--- src/bridge_pkg.sv ---
// constants shared by the map cache bridge and its cache array
// ==========================================================
// Overview of operation
// [RULE1] a valid cached entry matching the page translates the address
// [RULE2] invalid or missing entry starts a fetch of the map register
// [RULE3] flags clear on reset, invalidate, io reset, base or map write
// [RULE4] sixteen entries each hold address bits 21..9 as a matched tag
// [RULE5] a valid hit supplies the 20-bit page as memory bits 28..9
// [RULE6] backplane bits 8..0 pass unchanged as memory bits 8..0
// [RULE7] local io window becomes a backplane io cycle with io page select
// [RULE8] io cycles drive backplane address bits 21..13 as zeros
// [RULE9] local memory window becomes a memory cycle copying bits 21..0
// [RULE10] comm register is 16 bits, reachable from both buses, byte writable
// [RULE11] comm register at 1000_1f40, 2000_1f40 and backplane 17777500 octal
// [RULE12] dma memory error flag sets on error register bit 4 or bus timeout
// [RULE13] flag clears on write one, reset, io reset, or error bit falling
// [RULE14] bit 14 write one invalidates every entry, reads zero
// [RULE15] bits 13..9 read zero; software writes zeros there
// [RULE16] refills replace entries in first-in first-out order
// [RULE17] fetch via the map base; entry cached only if its valid bit is set
// [RULE18] writing zero to the error flag leaves it unchanged
`default_nettype none
package bridge_pkg;
	// ==========================================================
	// cache geometry
	localparam int ENTRIES = 16;
	localparam int TAG_W = 13;
	localparam int PAGE_W = 20;
	localparam int BP_W = 22;
	localparam int MEM_W = 29;
	localparam int OFS_W = 9;
	localparam int BASE_LSB = 15;
	// ==========================================================
	// local cpu bus windows, compared on the high address bits
	localparam int IO_LSB = 13;
	localparam logic [18:0] IO_CPU = 19'h0_8000;
	localparam logic [18:0] IO_DIAG = 19'h1_0000;
	localparam int MEMW_LSB = 22;
	localparam logic [9:0] MEM_CPU = 10'h050;
	localparam logic [9:0] MEM_DIAG = 10'h0c0;
	// ==========================================================
	// communication register locations and fields
	localparam logic [31:0] COMM_CPU = 32'h1000_1f40;
	localparam logic [31:0] COMM_DIAG = 32'h2000_1f40;
	localparam logic [21:0] COMM_BP = 22'h3f_ff40;
	localparam int ERR_BIT = 15;
	localparam int INVAL_BIT = 14;
	localparam logic [15:0] COMM_RESET = 16'h0000;
	// ==========================================================
	// fetched map word layout
	localparam int MAP_VALID_BIT = 31;
endpackage
`default_nettype wire

--- src/map_cache.sv ---
// sixteen entry associative page map cache with fifo refill
`default_nettype none
module map_cache
	import bridge_pkg::*;
#(
	parameter int N = ENTRIES
)(
	input wire logic clk_in,
	input wire logic srst_in,
	input wire logic [TAG_W-1:0] look_tag_in,
	output logic hit_out,
	output logic [PAGE_W-1:0] hit_page_out,
	input wire logic fill_in,
	input wire logic [TAG_W-1:0] fill_tag_in,
	input wire logic [PAGE_W-1:0] fill_page_in,
	input wire logic inval_all_in,
	input wire logic inval_one_in,
	input wire logic [TAG_W-1:0] inval_tag_in
);
	localparam int PW = $clog2(N);
	logic [TAG_W-1:0] tag_r [N];
	logic [PAGE_W-1:0] page_r [N];
	logic [N-1:0] valid_r, valid_nxt, match;
	logic [PW-1:0] ptr_r, ptr_nxt;

	// ==========================================================
	// per entry compare
	genvar g;
	generate
		for (g = 0; g < N; g++)
		begin : g_ent
			assign match[g] = valid_r[g] && tag_r[g] == look_tag_in; // [RULE4]
		end
	endgenerate

	always_comb
	begin
		hit_out = |match; // [RULE1]
		hit_page_out = '0;
		for (int i = 0; i < N; i++)
		begin
			if (match[i])
				hit_page_out = page_r[i];
		end
	end

	// ==========================================================
	// valid flags and refill pointer
	always_comb
	begin
		valid_nxt = valid_r;
		ptr_nxt = ptr_r;
		for (int i = 0; i < N; i++)
		begin
			// a stale copy must never survive a map change
			if (inval_one_in && tag_r[i] == inval_tag_in)
				valid_nxt[i] = 1'b0; // [RULE3]
		end
		if (inval_all_in)
			valid_nxt = '0; // [RULE3]
		// a fill in the invalidating cycle still lands: set wins
		if (fill_in)
		begin
			valid_nxt[ptr_r] = 1'b1;
			ptr_nxt = ptr_r + 1'b1; // [RULE16]
		end
	end

	always_ff @(posedge clk_in)
	begin
		if (srst_in)
		begin
			valid_r <= '0; // [RULE3]
			ptr_r <= '0;
		end
		else
		begin
			valid_r <= valid_nxt;
			ptr_r <= ptr_nxt;
		end
	end

	// tag and page storage needs no reset; valid guards it
	always_ff @(posedge clk_in)
	begin
		if (fill_in)
		begin
			tag_r[ptr_r] <= fill_tag_in;
			page_r[ptr_r] <= fill_page_in;
		end
	end
endmodule
`default_nettype wire

--- src/backplane_map_cache_bridge.sv ---
// address translation, map cache control and communication register
`default_nettype none
module backplane_map_cache_bridge
	import bridge_pkg::*;
(
	input wire logic clk_in,
	input wire logic srst_in,
	input wire logic dc_power_good_in,
	input wire logic halted_in,
	// backplane dma translation
	input wire logic bp_req_in,
	input wire logic [bridge_pkg::BP_W-1:0] bp_addr_in,
	output logic bp_done_out,
	output logic bp_mapped_out,
	output logic [bridge_pkg::MEM_W-1:0] bp_mem_addr_out,
	// map register fetch from local memory
	input wire logic [bridge_pkg::MEM_W-1:bridge_pkg::BASE_LSB] map_base_in,
	output logic map_fetch_req_out,
	output logic [bridge_pkg::MEM_W-1:0] map_fetch_addr_out,
	input wire logic map_fetch_done_in,
	input wire logic [31:0] map_fetch_data_in,
	// invalidating events
	input wire logic io_reset_write_in,
	input wire logic map_base_write_in,
	input wire logic page_map_write_in,
	input wire logic [bridge_pkg::TAG_W-1:0] page_map_write_tag_in,
	// error sources
	input wire logic dma_error_mem_bit_in,
	input wire logic bus_timer_expired_in,
	// local cpu bus
	input wire logic cpu_req_in,
	input wire logic cpu_wr_in,
	input wire logic [31:0] cpu_addr_in,
	input wire logic [1:0] cpu_be_in,
	input wire logic [15:0] cpu_wdata_in,
	output logic cpu_ack_out,
	output logic [15:0] cpu_rdata_out,
	output logic cpu_bp_cycle_out,
	output logic io_page_select_out,
	output logic [bridge_pkg::BP_W-1:0] cpu_bp_addr_out,
	// backplane slave access to the communication register
	input wire logic bp_reg_req_in,
	input wire logic bp_reg_wr_in,
	input wire logic [bridge_pkg::BP_W-1:0] bp_reg_addr_in,
	input wire logic [1:0] bp_reg_be_in,
	input wire logic [15:0] bp_reg_wdata_in,
	output logic bp_reg_ack_out,
	output logic [15:0] bp_reg_rdata_out
);
	import bridge_pkg::*;

	typedef enum logic {ST_IDLE, ST_FETCH} xlate_state_t;

	// ==========================================================
	// power good synchroniser; stages two and three feed the edge check
	logic pg1_r, pg2_r, pg3_r, pg1_nxt, pg2_nxt, pg3_nxt, dc_clr;
	always_comb
	begin
		pg1_nxt = dc_power_good_in;
		pg2_nxt = pg1_r;
		pg3_nxt = pg2_r;
		dc_clr = pg3_r && !pg2_r && halted_in; // [RULE3] [RULE13]
	end
	always_ff @(posedge clk_in)
	begin
		if (srst_in)
		begin
			pg1_r <= 1'b1;
			pg2_r <= 1'b1;
			pg3_r <= 1'b1;
		end
		else
		begin
			pg1_r <= pg1_nxt;
			pg2_r <= pg2_nxt;
			pg3_r <= pg3_nxt;
		end
	end

	// ==========================================================
	// communication register access decode
	logic cpu_comm, bp_comm, cpu_io, cpu_mem;
	logic err_w1c, inval_w1, err_clr, err_set;
	logic err_r, err_nxt, dma_error_register_r, dma_error_register_nxt;
	logic [15:0] comm_rd;
	always_comb
	begin
		cpu_comm = cpu_req_in &&
			(cpu_addr_in == COMM_CPU || cpu_addr_in == COMM_DIAG); // [RULE11]
		bp_comm = bp_reg_req_in && bp_reg_addr_in == COMM_BP; // [RULE11]
		// only the high byte holds live bits; low byte writes land nowhere
		err_w1c = (cpu_comm && cpu_wr_in && cpu_be_in[1] &&
			cpu_wdata_in[ERR_BIT]) ||
			(bp_comm && bp_reg_wr_in && bp_reg_be_in[1] &&
			bp_reg_wdata_in[ERR_BIT]); // [RULE10] [RULE18]
		inval_w1 = (cpu_comm && cpu_wr_in && cpu_be_in[1] &&
			cpu_wdata_in[INVAL_BIT]) ||
			(bp_comm && bp_reg_wr_in && bp_reg_be_in[1] &&
			bp_reg_wdata_in[INVAL_BIT]); // [RULE14]
		dma_error_register_nxt = dma_error_mem_bit_in;
		err_set = dma_error_mem_bit_in || bus_timer_expired_in; // [RULE12]
		err_clr = err_w1c || io_reset_write_in || dc_clr ||
			(dma_error_register_r && !dma_error_mem_bit_in); // [RULE13]
		err_nxt = err_r;
		if (err_clr)
			err_nxt = 1'b0;
		// a new error in the clearing cycle must not be lost
		if (err_set)
			err_nxt = 1'b1;
		comm_rd = COMM_RESET;
		comm_rd[ERR_BIT] = err_r; // [RULE14] [RULE15]
	end
	always_ff @(posedge clk_in)
	begin
		if (srst_in)
		begin
			err_r <= 1'b0; // [RULE13]
			dma_error_register_r <= 1'b0;
		end
		else
		begin
			err_r <= err_nxt;
			dma_error_register_r <= dma_error_register_nxt;
		end
	end

	// ==========================================================
	// register answers on both buses and local cpu outbound translation
	logic cpu_ack_nxt, bp_reg_ack_nxt, cpu_bp_cycle_nxt, io_sel_nxt;
	logic [15:0] cpu_rdata_nxt, bp_reg_rdata_nxt;
	logic [BP_W-1:0] cpu_bp_addr_nxt;
	always_comb
	begin
		cpu_io = cpu_addr_in[31:IO_LSB] == IO_CPU ||
			cpu_addr_in[31:IO_LSB] == IO_DIAG;
		cpu_mem = cpu_addr_in[31:MEMW_LSB] == MEM_CPU ||
			cpu_addr_in[31:MEMW_LSB] == MEM_DIAG;
		cpu_ack_nxt = cpu_comm;
		cpu_rdata_nxt = cpu_comm ? comm_rd : 16'h0000;
		bp_reg_ack_nxt = bp_comm;
		bp_reg_rdata_nxt = bp_comm ? comm_rd : 16'h0000;
		cpu_bp_cycle_nxt = cpu_req_in && !cpu_comm && (cpu_io || cpu_mem);
		io_sel_nxt = io_page_select_out;
		cpu_bp_addr_nxt = cpu_bp_addr_out;
		if (cpu_req_in && !cpu_comm && cpu_io)
		begin
			io_sel_nxt = 1'b1; // [RULE7]
			cpu_bp_addr_nxt = {{(BP_W-IO_LSB){1'b0}},
				cpu_addr_in[IO_LSB-1:0]}; // [RULE7] [RULE8]
		end
		else if (cpu_req_in && cpu_mem)
		begin
			io_sel_nxt = 1'b0;
			cpu_bp_addr_nxt = cpu_addr_in[BP_W-1:0]; // [RULE9]
		end
	end
	always_ff @(posedge clk_in)
	begin
		if (srst_in)
		begin
			cpu_ack_out <= 1'b0;
			cpu_rdata_out <= 16'h0000;
			bp_reg_ack_out <= 1'b0;
			bp_reg_rdata_out <= 16'h0000;
			cpu_bp_cycle_out <= 1'b0;
			io_page_select_out <= 1'b0;
			cpu_bp_addr_out <= '0;
		end
		else
		begin
			cpu_ack_out <= cpu_ack_nxt;
			cpu_rdata_out <= cpu_rdata_nxt;
			bp_reg_ack_out <= bp_reg_ack_nxt;
			bp_reg_rdata_out <= bp_reg_rdata_nxt;
			cpu_bp_cycle_out <= cpu_bp_cycle_nxt;
			io_page_select_out <= io_sel_nxt;
			cpu_bp_addr_out <= cpu_bp_addr_nxt;
		end
	end

	// ==========================================================
	// inbound dma translation through the map cache
	xlate_state_t st_r, st_nxt;
	logic [BP_W-1:0] req_addr_r, req_addr_nxt;
	logic hit, fill, done_nxt, mapped_nxt, fetch_nxt;
	logic [PAGE_W-1:0] hit_page;
	logic [MEM_W-1:0] mem_addr_nxt, fetch_addr_nxt;
	logic [TAG_W-1:0] look_tag;

	map_cache #(.N(ENTRIES)) u_cache (
		.clk_in(clk_in),
		.srst_in(srst_in),
		.look_tag_in(look_tag),
		.hit_out(hit),
		.hit_page_out(hit_page),
		.fill_in(fill),
		.fill_tag_in(req_addr_r[BP_W-1:OFS_W]),
		.fill_page_in(map_fetch_data_in[PAGE_W-1:0]),
		.inval_all_in(inval_w1 || io_reset_write_in ||
			map_base_write_in || dc_clr), // [RULE3]
		.inval_one_in(page_map_write_in), // [RULE3]
		.inval_tag_in(page_map_write_tag_in)
	);

	always_comb
	begin
		look_tag = bp_addr_in[BP_W-1:OFS_W];
		st_nxt = st_r;
		req_addr_nxt = req_addr_r;
		fill = 1'b0;
		done_nxt = 1'b0;
		mapped_nxt = bp_mapped_out;
		mem_addr_nxt = bp_mem_addr_out;
		fetch_nxt = map_fetch_req_out;
		fetch_addr_nxt = map_fetch_addr_out;
		unique case (st_r)
			ST_IDLE:
			begin
				if (bp_req_in && hit)
				begin
					done_nxt = 1'b1;
					mapped_nxt = 1'b1; // [RULE1]
					mem_addr_nxt = {hit_page,
						bp_addr_in[OFS_W-1:0]}; // [RULE5] [RULE6]
				end
				else if (bp_req_in)
				begin
					req_addr_nxt = bp_addr_in;
					fetch_nxt = 1'b1; // [RULE2]
					// the map is an 8k word block; one word per page
					fetch_addr_nxt = {map_base_in,
						bp_addr_in[BP_W-1:OFS_W], 2'b00}; // [RULE17]
					st_nxt = ST_FETCH;
				end
			end
			ST_FETCH:
			begin
				if (map_fetch_done_in)
				begin
					fetch_nxt = 1'b0;
					done_nxt = 1'b1;
					fill = map_fetch_data_in[MAP_VALID_BIT]; // [RULE17]
					mapped_nxt = map_fetch_data_in[MAP_VALID_BIT];
					mem_addr_nxt = {map_fetch_data_in[PAGE_W-1:0],
						req_addr_r[OFS_W-1:0]}; // [RULE5] [RULE6]
					st_nxt = ST_IDLE;
				end
			end
		endcase
	end
	always_ff @(posedge clk_in)
	begin
		if (srst_in)
		begin
			st_r <= ST_IDLE;
			req_addr_r <= '0;
			bp_done_out <= 1'b0;
			bp_mapped_out <= 1'b0;
			bp_mem_addr_out <= '0;
			map_fetch_req_out <= 1'b0;
			map_fetch_addr_out <= '0;
		end
		else
		begin
			st_r <= st_nxt;
			req_addr_r <= req_addr_nxt;
			bp_done_out <= done_nxt;
			bp_mapped_out <= mapped_nxt;
			bp_mem_addr_out <= mem_addr_nxt;
			map_fetch_req_out <= fetch_nxt;
			map_fetch_addr_out <= fetch_addr_nxt;
		end
	end
endmodule
`default_nettype wire

--- config.mk ---
export PLATFORM = sky130hd
export DESIGN_NAME = backplane_map_cache_bridge
export DESIGN_NICKNAME = d
export VERILOG_FILES = /design/src/bridge_pkg.sv /design/src/map_cache.sv /design/src/backplane_map_cache_bridge.sv
export SDC_FILE = /design/constraint.sdc
export NUM_CORES = 1
export LEC_CHECK = 0
export ABC_CLOCK_PERIOD_IN_PS = 4900
export BUFFER_PORTS_ARGS = -buffer_cell sky130_fd_sc_hd__buf_2
export CAP_MARGIN = 10
export CORE_UTILIZATION = 40
export CTS_BUF_LIST = sky130_fd_sc_hd__clkbuf_4 sky130_fd_sc_hd__clkbuf_8
export CTS_CLUSTER_DIAMETER = 50
export DETAILED_ROUTE_END_ITERATION = 8
export HOLD_SLACK_MARGIN = 0.1
export PLACE_DENSITY_LB_ADDON = 0.08
export SLEW_MARGIN = 20
export SYNTH_ARGS = -nofsm -noshare
export SYNTH_HDL_FRONTEND = slang
export SYNTH_SLANG_ARGS = --single-unit
--- constraint.sdc ---
create_clock -name clk_in -period 4.9 [get_ports clk_in]
set_clock_uncertainty 0.1 [all_clocks]
set_input_delay 0.98 -clock clk_in [delete_from_list [all_inputs] [get_ports clk_in]]
set_output_delay 0.98 -clock clk_in [all_outputs]
set_load 0.05 [all_outputs]
==> out/qor.txt, run 1 <==
global-route wire length before repair = 142000 um
overall routed net length = 97900 um
maximum number of pins on one net before global-route repair = 46
CTS tree = yes
category of the worst setup path launch point = primary input
Mapped Cells = 2323
Max Clk Rate = 265 MHz
actual slew at the worst max-slew pin = 1.09 ns
clock insertion delay at the later pin of the skew report = 0.73 ns
total congestion overflow = 0
width of the chip = 276 um
half-perimeter wire length of the detailed placement result = 62800 um
data arrival time of the critical path = 4.23 ns
number of standard-cell rows in the floorplan = 100
number of clock sinks = 650
Critical Path Max Stage Delay = 0.73 ns
final hold vios = 0
via density per instance = 5.64
number of instances resized during post-cts repair = 0
worst relative slew slack = 27.3%
kind of critical path = in2reg
remaining antenna violation count after routing = 0
Synthesis Warnings = 0
CTS H-Tree Depth = 3
number of instances on the worst hold path = 1
final max-slew violation count = 0
CTS Hold Buffers Added = 0
first-pass iteration count of the detailed router = 6
total power = 12.2 mW
Initial Util = 40.4%
Final Cell Area = 34900 sq um
number of nets in the finished design = 2788
post-CTS setup-driven buffer insertion count = 0
most frequent cell on the critical path = sky130_fd_sc_hd__buf_4
Top FF cell, synth = sky130_fd_sc_hd__edfxtp_1
total I/O pin count = 305
period utilisation layout = 77.1%
sequential share of the synthesized area = 60.9%
root buffer cell = sky130_fd_sc_hd__clkbuf_8
slowest cell on the critical path = sky130_fd_sc_hd__or4_1
summed negative setup slack over all endpoints = 0 ns
count of routing violations after the opening detailed-route iteration = 1572
IR Drop Worst-Case VDD = 0.205 mV
Worst R2R End = bp_mem_addr_out[27]
number of global-route vias before repair = 20900
Worst EP required = 5.36 ns
count of vias placed by the detailed router = 20700
Setup violations, final = 0
IO buf count = 231
core outline area = 74400 sq um
area of the mapped netlist = 30100 sq um
Hold Path End = pg2_r
Max FO, Critical Path = 14
Hold WC Path Type = reg2reg
final critical delay including setup and external delays = 3.78 ns
Layout Area Growth over Synthesis = 16.0%
number of filler cells placed in the layout = 6726
final routed wire length divided by cell count = 26.7 um
Post-Place Cell Area = 32400 sq um
overall die area = 76300 sq um
count of flip-flops with a built-in enable after synthesis = 528
antenna violations before repair = 2
proportion of register bits with asynchronous set or reset after synthesis = 0%
synthesis-stage register bit count = 650
status = completed
buffer depth of the longest clock path = 3
count of cell types in the netlist = 72
Worst setup EP type = flop
share of layout cells above drive strength 1 = 23.1%
end-of-flow core utilization = 46.8%
RSZ-0062 raised after global routing = false
number of buffers inserted during clock tree synthesis = 112
Leak = 11.7 nW
worst-case reg-to-reg path depth = 9
die extent in y = 276 um
Worst-path clk slew = 0.06 ns
global-route usage over all layers = 25.3%
power per standard cell area = 351 nW/um^2
number of remaining DRC errors = 0
critical path, cell by cell = buf_2, buf_4, buf_4, xnor2_1, nand4_1, or4_1, nand2b_1, buf_4, o22ai_1, a31oi_1, o2111ai_1, a211oi_1
routability cong. = 0.883
start point of the worst min-delay path = pg1_r
mean instance size in the synthesized netlist = 12.9 sq um
worst r2r src = u_cache.tag_r[5][0]
max_cap viols = 0
R2R setup slack = 1.62 ns
## area by class of cell
cell class	instances	area, sq um	area share (%)
timing repair buffer	327	2050	5.88
multi-input combinational	1498	10900	31.2
clock buffer	165	2000	5.72
sequential	650	18300	52.5
clock inverter	49	409	1.17
inverter	9	33.8	0.0969
tap	969	1210	3.48
antenna	2	5.00	0.0144
## cell usage after synthesis (all sizes together) (18+ instances only)
| master | number | area (sq um) |
|---|---|---|
| nand4 | 149 | 938 |
| o22ai | 18 | 113 |
| a211oi | 28 | 310 |
| or4 | 18 | 143 |
| xor2 | 86 | 753 |
| a21oi | 56 | 280 |
| clkbuf | 83 | 313 |
| o21ai | 50 | 250 |
| o211ai | 23 | 183 |
| nand2b | 25 | 156 |
| mux2i | 85 | 851 |
| o221ai | 38 | 333 |
| nand3 | 23 | 115 |
| a31oi | 40 | 250 |
| buf | 114 | 886 |
| dfxtp | 122 | 2440 |
| nand2 | 83 | 312 |
| a221oi | 47 | 468 |
| edfxtp | 528 | 15900 |
| xnor2 | 332 | 2970 |
| nor4 | 53 | 403 |
| nor2 | 187 | 707 |
## worst max-delay path, delay by kind of cell
| family | cells | cell delay (ns) |
|---|---|---|
| AOI/OAI and AO/OA | 4 | 0.49 |
| xor gates and xnor gates | 1 | 0.13 |
| buffers and inverters | 4 | 1.17 |
| and+or+nand+nor | 3 | 1.44 |
## cells by family after synthesis
| logic type | after synthesis | synth area share [%] |
|---|---|---|
| multiplexers | 85 | 2.83 |
| buffers and inverters | 206 | 4.10 |
| other | 1 | 0.0125 |
| flip-flops | 650 | 60.9 |
| AO/OA/AOI/OAI | 356 | 8.98 |
| XOR/XNOR | 418 | 12.4 |
| adder cells (fa/ha/maj) | 4 | 0.166 |
| AND/OR/NAND/NOR | 603 | 10.7 |
## layer usage
layer  share of wire (%)  track usage (%)  vias to the layer above
met2                  50             43.7                      699
met3                 4.7             3.56                      198
li1                    -                -                     9298
met5                   0                0                        -
met1                  41             32.3                    10500
met4                 3.7             9.23                        0
## state kept, by name (all words and copies together), names as in the netlist, 4 cells and up
| register | count |
|---|---|
| map_fetch_addr_out | 15 |
| u_cache.valid_r | 16 |
| u_cache.page_r | 320 |
| u_cache.tag_r | 208 |
| cpu_bp_addr_out | 22 |
| req_addr_r | 21 |
| u_cache.ptr_r | 4 |
| bp_mem_addr_out | 29 |
## per-stage QoR
step / instances / setup slack [ns] / hold WS [ns]
2_1_floorplan: 2354 / 0.474 / 0.289
3_3_place_gp: 3450 / 0.350 / 0.293
3_5_place_dp: 3450 / 0.355 / 0.296
4_1_cts: 3664 / 1.11 / 0.305
5_1_grt: 3669 / 1.00 / 0.311
6_report: 3669 / 1.12 / 0.322
## report_power, final
group	switching [mW]	internal (mW)
clock	2.30	2.94
sequential	0.0282	6.01
combinational	0.673	0.277
## cells in the final DEF, fill, tap and decap left out, types with 9 or more instances in the layout
cell,n
sky130_fd_sc_hd__xnor2_1,324
sky130_fd_sc_hd__buf_12,9
sky130_fd_sc_hd__nand2b_1,25
sky130_fd_sc_hd__clkbuf_8,121
sky130_fd_sc_hd__a21oi_1,55
sky130_fd_sc_hd__buf_4,85
sky130_fd_sc_hd__o2111ai_1,13
sky130_fd_sc_hd__o22ai_1,18
sky130_fd_sc_hd__conb_1,32
sky130_fd_sc_hd__inv_1,9
sky130_fd_sc_hd__nor3_1,9
sky130_fd_sc_hd__nand3b_1,9
sky130_fd_sc_hd__o221ai_1,38
sky130_fd_sc_hd__or4_1,16
sky130_fd_sc_hd__and3_1,13
sky130_fd_sc_hd__nand2_1,83
sky130_fd_sc_hd__buf_2,230
sky130_fd_sc_hd__edfxtp_1,528
sky130_fd_sc_hd__nor2_1,171
sky130_fd_sc_hd__clkinv_1,13
sky130_fd_sc_hd__clkinv_2,21
sky130_fd_sc_hd__dfxtp_1,121
sky130_fd_sc_hd__nor4_1,36
sky130_fd_sc_hd__o211ai_1,21
sky130_fd_sc_hd__o21ai_0,47
sky130_fd_sc_hd__clkbuf_4,44
sky130_fd_sc_hd__a221oi_1,38
sky130_fd_sc_hd__xor2_1,86
sky130_fd_sc_hd__a31oi_1,40
sky130_fd_sc_hd__o21a_1,11
sky130_fd_sc_hd__a211oi_2,20
sky130_fd_sc_hd__nand3_1,23
sky130_fd_sc_hd__nand4_1,148
sky130_fd_sc_hd__nor4_2,12
sky130_fd_sc_hd__a221oi_2,9
sky130_fd_sc_hd__nor2_4,14
sky130_fd_sc_hd__mux2i_1,85
## worst max path at each step
stage                     startpoint                   end  slack, ns  cells past startpoint
6_report              bp_addr_in[20]   bp_mem_addr_out[20]       1.12                     12
5_1_grt               bp_addr_in[20]   bp_mem_addr_out[20]       1.00                     12
4_1_cts               bp_addr_in[11]   bp_mem_addr_out[16]       1.11                     11
3_5_place_dp          bp_addr_in[11]   bp_mem_addr_out[16]       0.35                     11
3_3_place_gp          bp_addr_in[11]   bp_mem_addr_out[16]       0.35                     11
2_1_floorplan  map_fetch_data_in[31]  u_cache.page_r[3][0]       0.47                      4
No activity file was read; power rests on OpenSTA's default activity.
==> inputs of run 2 (changes only) <==
- ABC_CLOCK_PERIOD_IN_PS: 4900 -> 3900
- clock period: 4.9 -> 3.9 ns (I/O delays scaled with it)
==> run 2 against run 1 <==
  * Utilization increased by 0.86 points
  * Power increased by 25%
  * Sequential cell count unchanged
  * Sequential power increased by 26%
  * Critical path type unchanged
  * Largest power group unchanged
==> out/qor.txt, run 2 (synthesis results as in run 1) <==
status = completed
IR Drop Worst-Case VDD = 0.279 mV (+36%)
kind of critical path = in2reg
final routed wire length divided by cell count = 27.1 um (+1.4%)
half-perimeter wire length of the detailed placement result = 65300 um (+4.0%)
Largest register FFs = 320 (unchanged)
number of nets in the finished design = 2849 (+2.2%)
die extent in y = 276 um (unchanged)
power per standard cell area = 429 nW/um^2 (+22%)
global-route usage over all layers = 26.1% (+0.83 points)
summed negative setup slack over all endpoints = 0 ns (unchanged)
Setup violations, final = 0 (unchanged)
worst relative slew slack = 33.3% (+6.0 points)
actual slew at the worst max-slew pin = 0.997 ns (-0.0908 ns)
final hold vios = 0 (unchanged)
setup ws final = 0.586 ns (-0.538 ns)
Max Clk Rate = 302 MHz
register with the most flip-flops = u_cache.page_r
Worst-path clk slew = 0.06 ns (about the same)
antenna violations before repair = 1 (-1)
number of buffers inserted during clock tree synthesis = 113 (+0.89%)
count of routing violations after the opening detailed-route iteration = 1694 (+7.8%)
total I/O pin count = 305 (unchanged)
number of instances resized during post-cts repair = 0 (unchanged)
Max FO, Critical Path = 11 (-3)
DP Worst Slack = -0.137 ns (-0.492 ns)
number of filler cells placed in the layout = 6682 (-0.65%)
final max-slew violation count = 0 (unchanged)
remaining antenna violation count after routing = 0 (unchanged)
number of clock sinks = 650 (unchanged)
post-CTS setup-driven buffer insertion count = 0 (unchanged)
first-pass iteration count of the detailed router = 5 (-1)
period utilisation layout = 85.0%
global-route wire length before repair = 146000 um (+2.7%)
core outline area = 74400 sq um (unchanged)
Hold WC Path Type = in2reg
top flop regs = u_cache.page_r x320, u_cache.tag_r x208, bp_mem_addr_out x29
category of the worst setup path launch point = primary input
CTS tree = yes
Layout Area Growth over Synthesis = 18.1%
width of the chip = 276 um (unchanged)
Min Hold Slack = 0.159 ns (-0.163 ns)
maximum number of pins on one net before global-route repair = 52 (+13%)
count of vias placed by the detailed router = 20900 (+0.77%)
overall routed net length = 101000 um (+3.0%)
overall die area = 76300 sq um (unchanged)
Initial Util = 40.4% (unchanged)
root buffer cell = sky130_fd_sc_hd__clkbuf_8
max_cap viols = 0 (unchanged)
number of remaining DRC errors = 0 (unchanged)
number of standard-cell rows in the floorplan = 100 (unchanged)
CTS H-Tree Depth = 3 (unchanged)
final critical delay including setup and external delays = 3.31 ns
Leak = 12.0 nW (+2.6%)
number of global-route vias before repair = 21300 (+2.0%)
Worst setup EP type = flop
top library cells by usage in the layout, fill and taps aside = 528 x sky130_fd_sc_hd__edfxtp_1, 324 x sky130_fd_sc_hd__xnor2_1, 230 x sky130_fd_sc_hd__buf_2
share of layout cells above drive strength 1 = 24.1% (+1.1 points)
routability cong. = 0.897 (+1.6%)
total congestion overflow = 0 (unchanged)
via density per instance = 5.60 (-0.80%)
IO buf count = 231 (unchanged)
RSZ-0062 raised after global routing = false
clock insertion delay at the later pin of the skew report = 0.73 ns (about the same)
buffer depth of the longest clock path = 3 (unchanged)
Worst EP required = 4.44 ns (-0.92 ns)
commonest non-fill, non-tap cell in the layout = sky130_fd_sc_hd__edfxtp_1
data arrival time of the critical path = 3.86 ns (-0.37 ns)
-- run 2: cell count changes in the layout (fill, tap and decap cells not counted), moves of 3 or more --
cell | previous run | this run
sky130_fd_sc_hd__buf_12 | 9 | 34
sky130_fd_sc_hd__nor3_2 | 4 | 0
sky130_fd_sc_hd__buf_4 | 85 | 122
sky130_fd_sc_hd__clkinv_1 | 13 | 26
sky130_fd_sc_hd__clkbuf_4 | 44 | 32
sky130_fd_sc_hd__nor3_4 | 0 | 4
sky130_fd_sc_hd__buf_16 | 3 | 0
-- run 2: final timing paths --
check | slack [ns] | depth (start not counted) | end | start
worst min-delay path | 0.16 | 2 | map_fetch_req_out | srst_in
worst max-delay path | 0.59 | 11 | bp_mem_addr_out[18] | bp_addr_in[11]
worst max register to register | 0.73 | 9 | bp_mem_addr_out[18] | u_cache.tag_r[5][0]
worst min register to register | 0.35 | 2 | io_page_select_out | io_page_select_out
-- run 2: through the flow --
stage	cell area, sq um	utilization (%)	total power, mW	cells
5_1_grt	35500	47.7	15.7	3725
3_5_place_dp	33200	44.6	8.96	3512
3_3_place_gp	33200	44.6	8.95	3512
4_1_cts	35500	47.7	15.4	3724
6_report	35500	47.7	15.2	3727
2_1_floorplan	30200	-	8.50	2354
-- run 2: where the power goes --
| part | internal, mW | leakage (nW) | switching [mW] | total [mW] |
|---|---|---|---|---|
| combinational | 0.375 | 4.96 | 0.854 | 1.23 |
| clock | 3.54 | 1.23 | 2.89 | 6.43 |
| sequential | 7.55 | 5.78 | 0.0332 | 7.59 |
| total | 11.5 | 12.0 | 3.78 | 15.2 |
-- run 2: cell type report --
cell class | instances | area, sq um | share of cell area, %
Timing Repair Buffer | 387 | 2760 | 7.76
Multi-Input combinational cell | 1498 | 10900 | 30.7
Sequential cell | 650 | 18300 | 51.5
Antenna cell | 3 | 7.51 | 0.0211
Clock inverter | 60 | 440 | 1.24
Clock buffer | 151 | 1880 | 5.29
Tap cell | 969 | 1210 | 3.41
Inverter | 9 | 33.8 | 0.0951
-- run 2: repair_timing --
action,4_1_cts,5_1_grt
endpoints found under the setup margin,0,0
hold endpoints to repair,1,0
hold buffers,1,0
-- run 2: layer usage --
metal / up-vias / track usage, % / part of all wire, %
met5: - / 0 / 0
met4: 0 / 8.68 / 2.9
met3: 182 / 3.47 / 5.0
met2: 707 / 44.7 / 49
met1: 10600 / 34.2 / 43
li1: 9414 / - / -
-- run 2: critical path, stage by stage --
cell and delay [ns]:
sky130_fd_sc_hd__buf_2 0.40, sky130_fd_sc_hd__buf_12 0.19, sky130_fd_sc_hd__xnor2_1 0.07, sky130_fd_sc_hd__nand4_1 0.16, sky130_fd_sc_hd__nor4_1 0.09, sky130_fd_sc_hd__buf_4 0.15, sky130_fd_sc_hd__nor2_1 0.74, sky130_fd_sc_hd__o221ai_1 0.28
sky130_fd_sc_hd__o221ai_1 0.39, sky130_fd_sc_hd__o2111ai_1 0.29, sky130_fd_sc_hd__a211oi_1 0.30
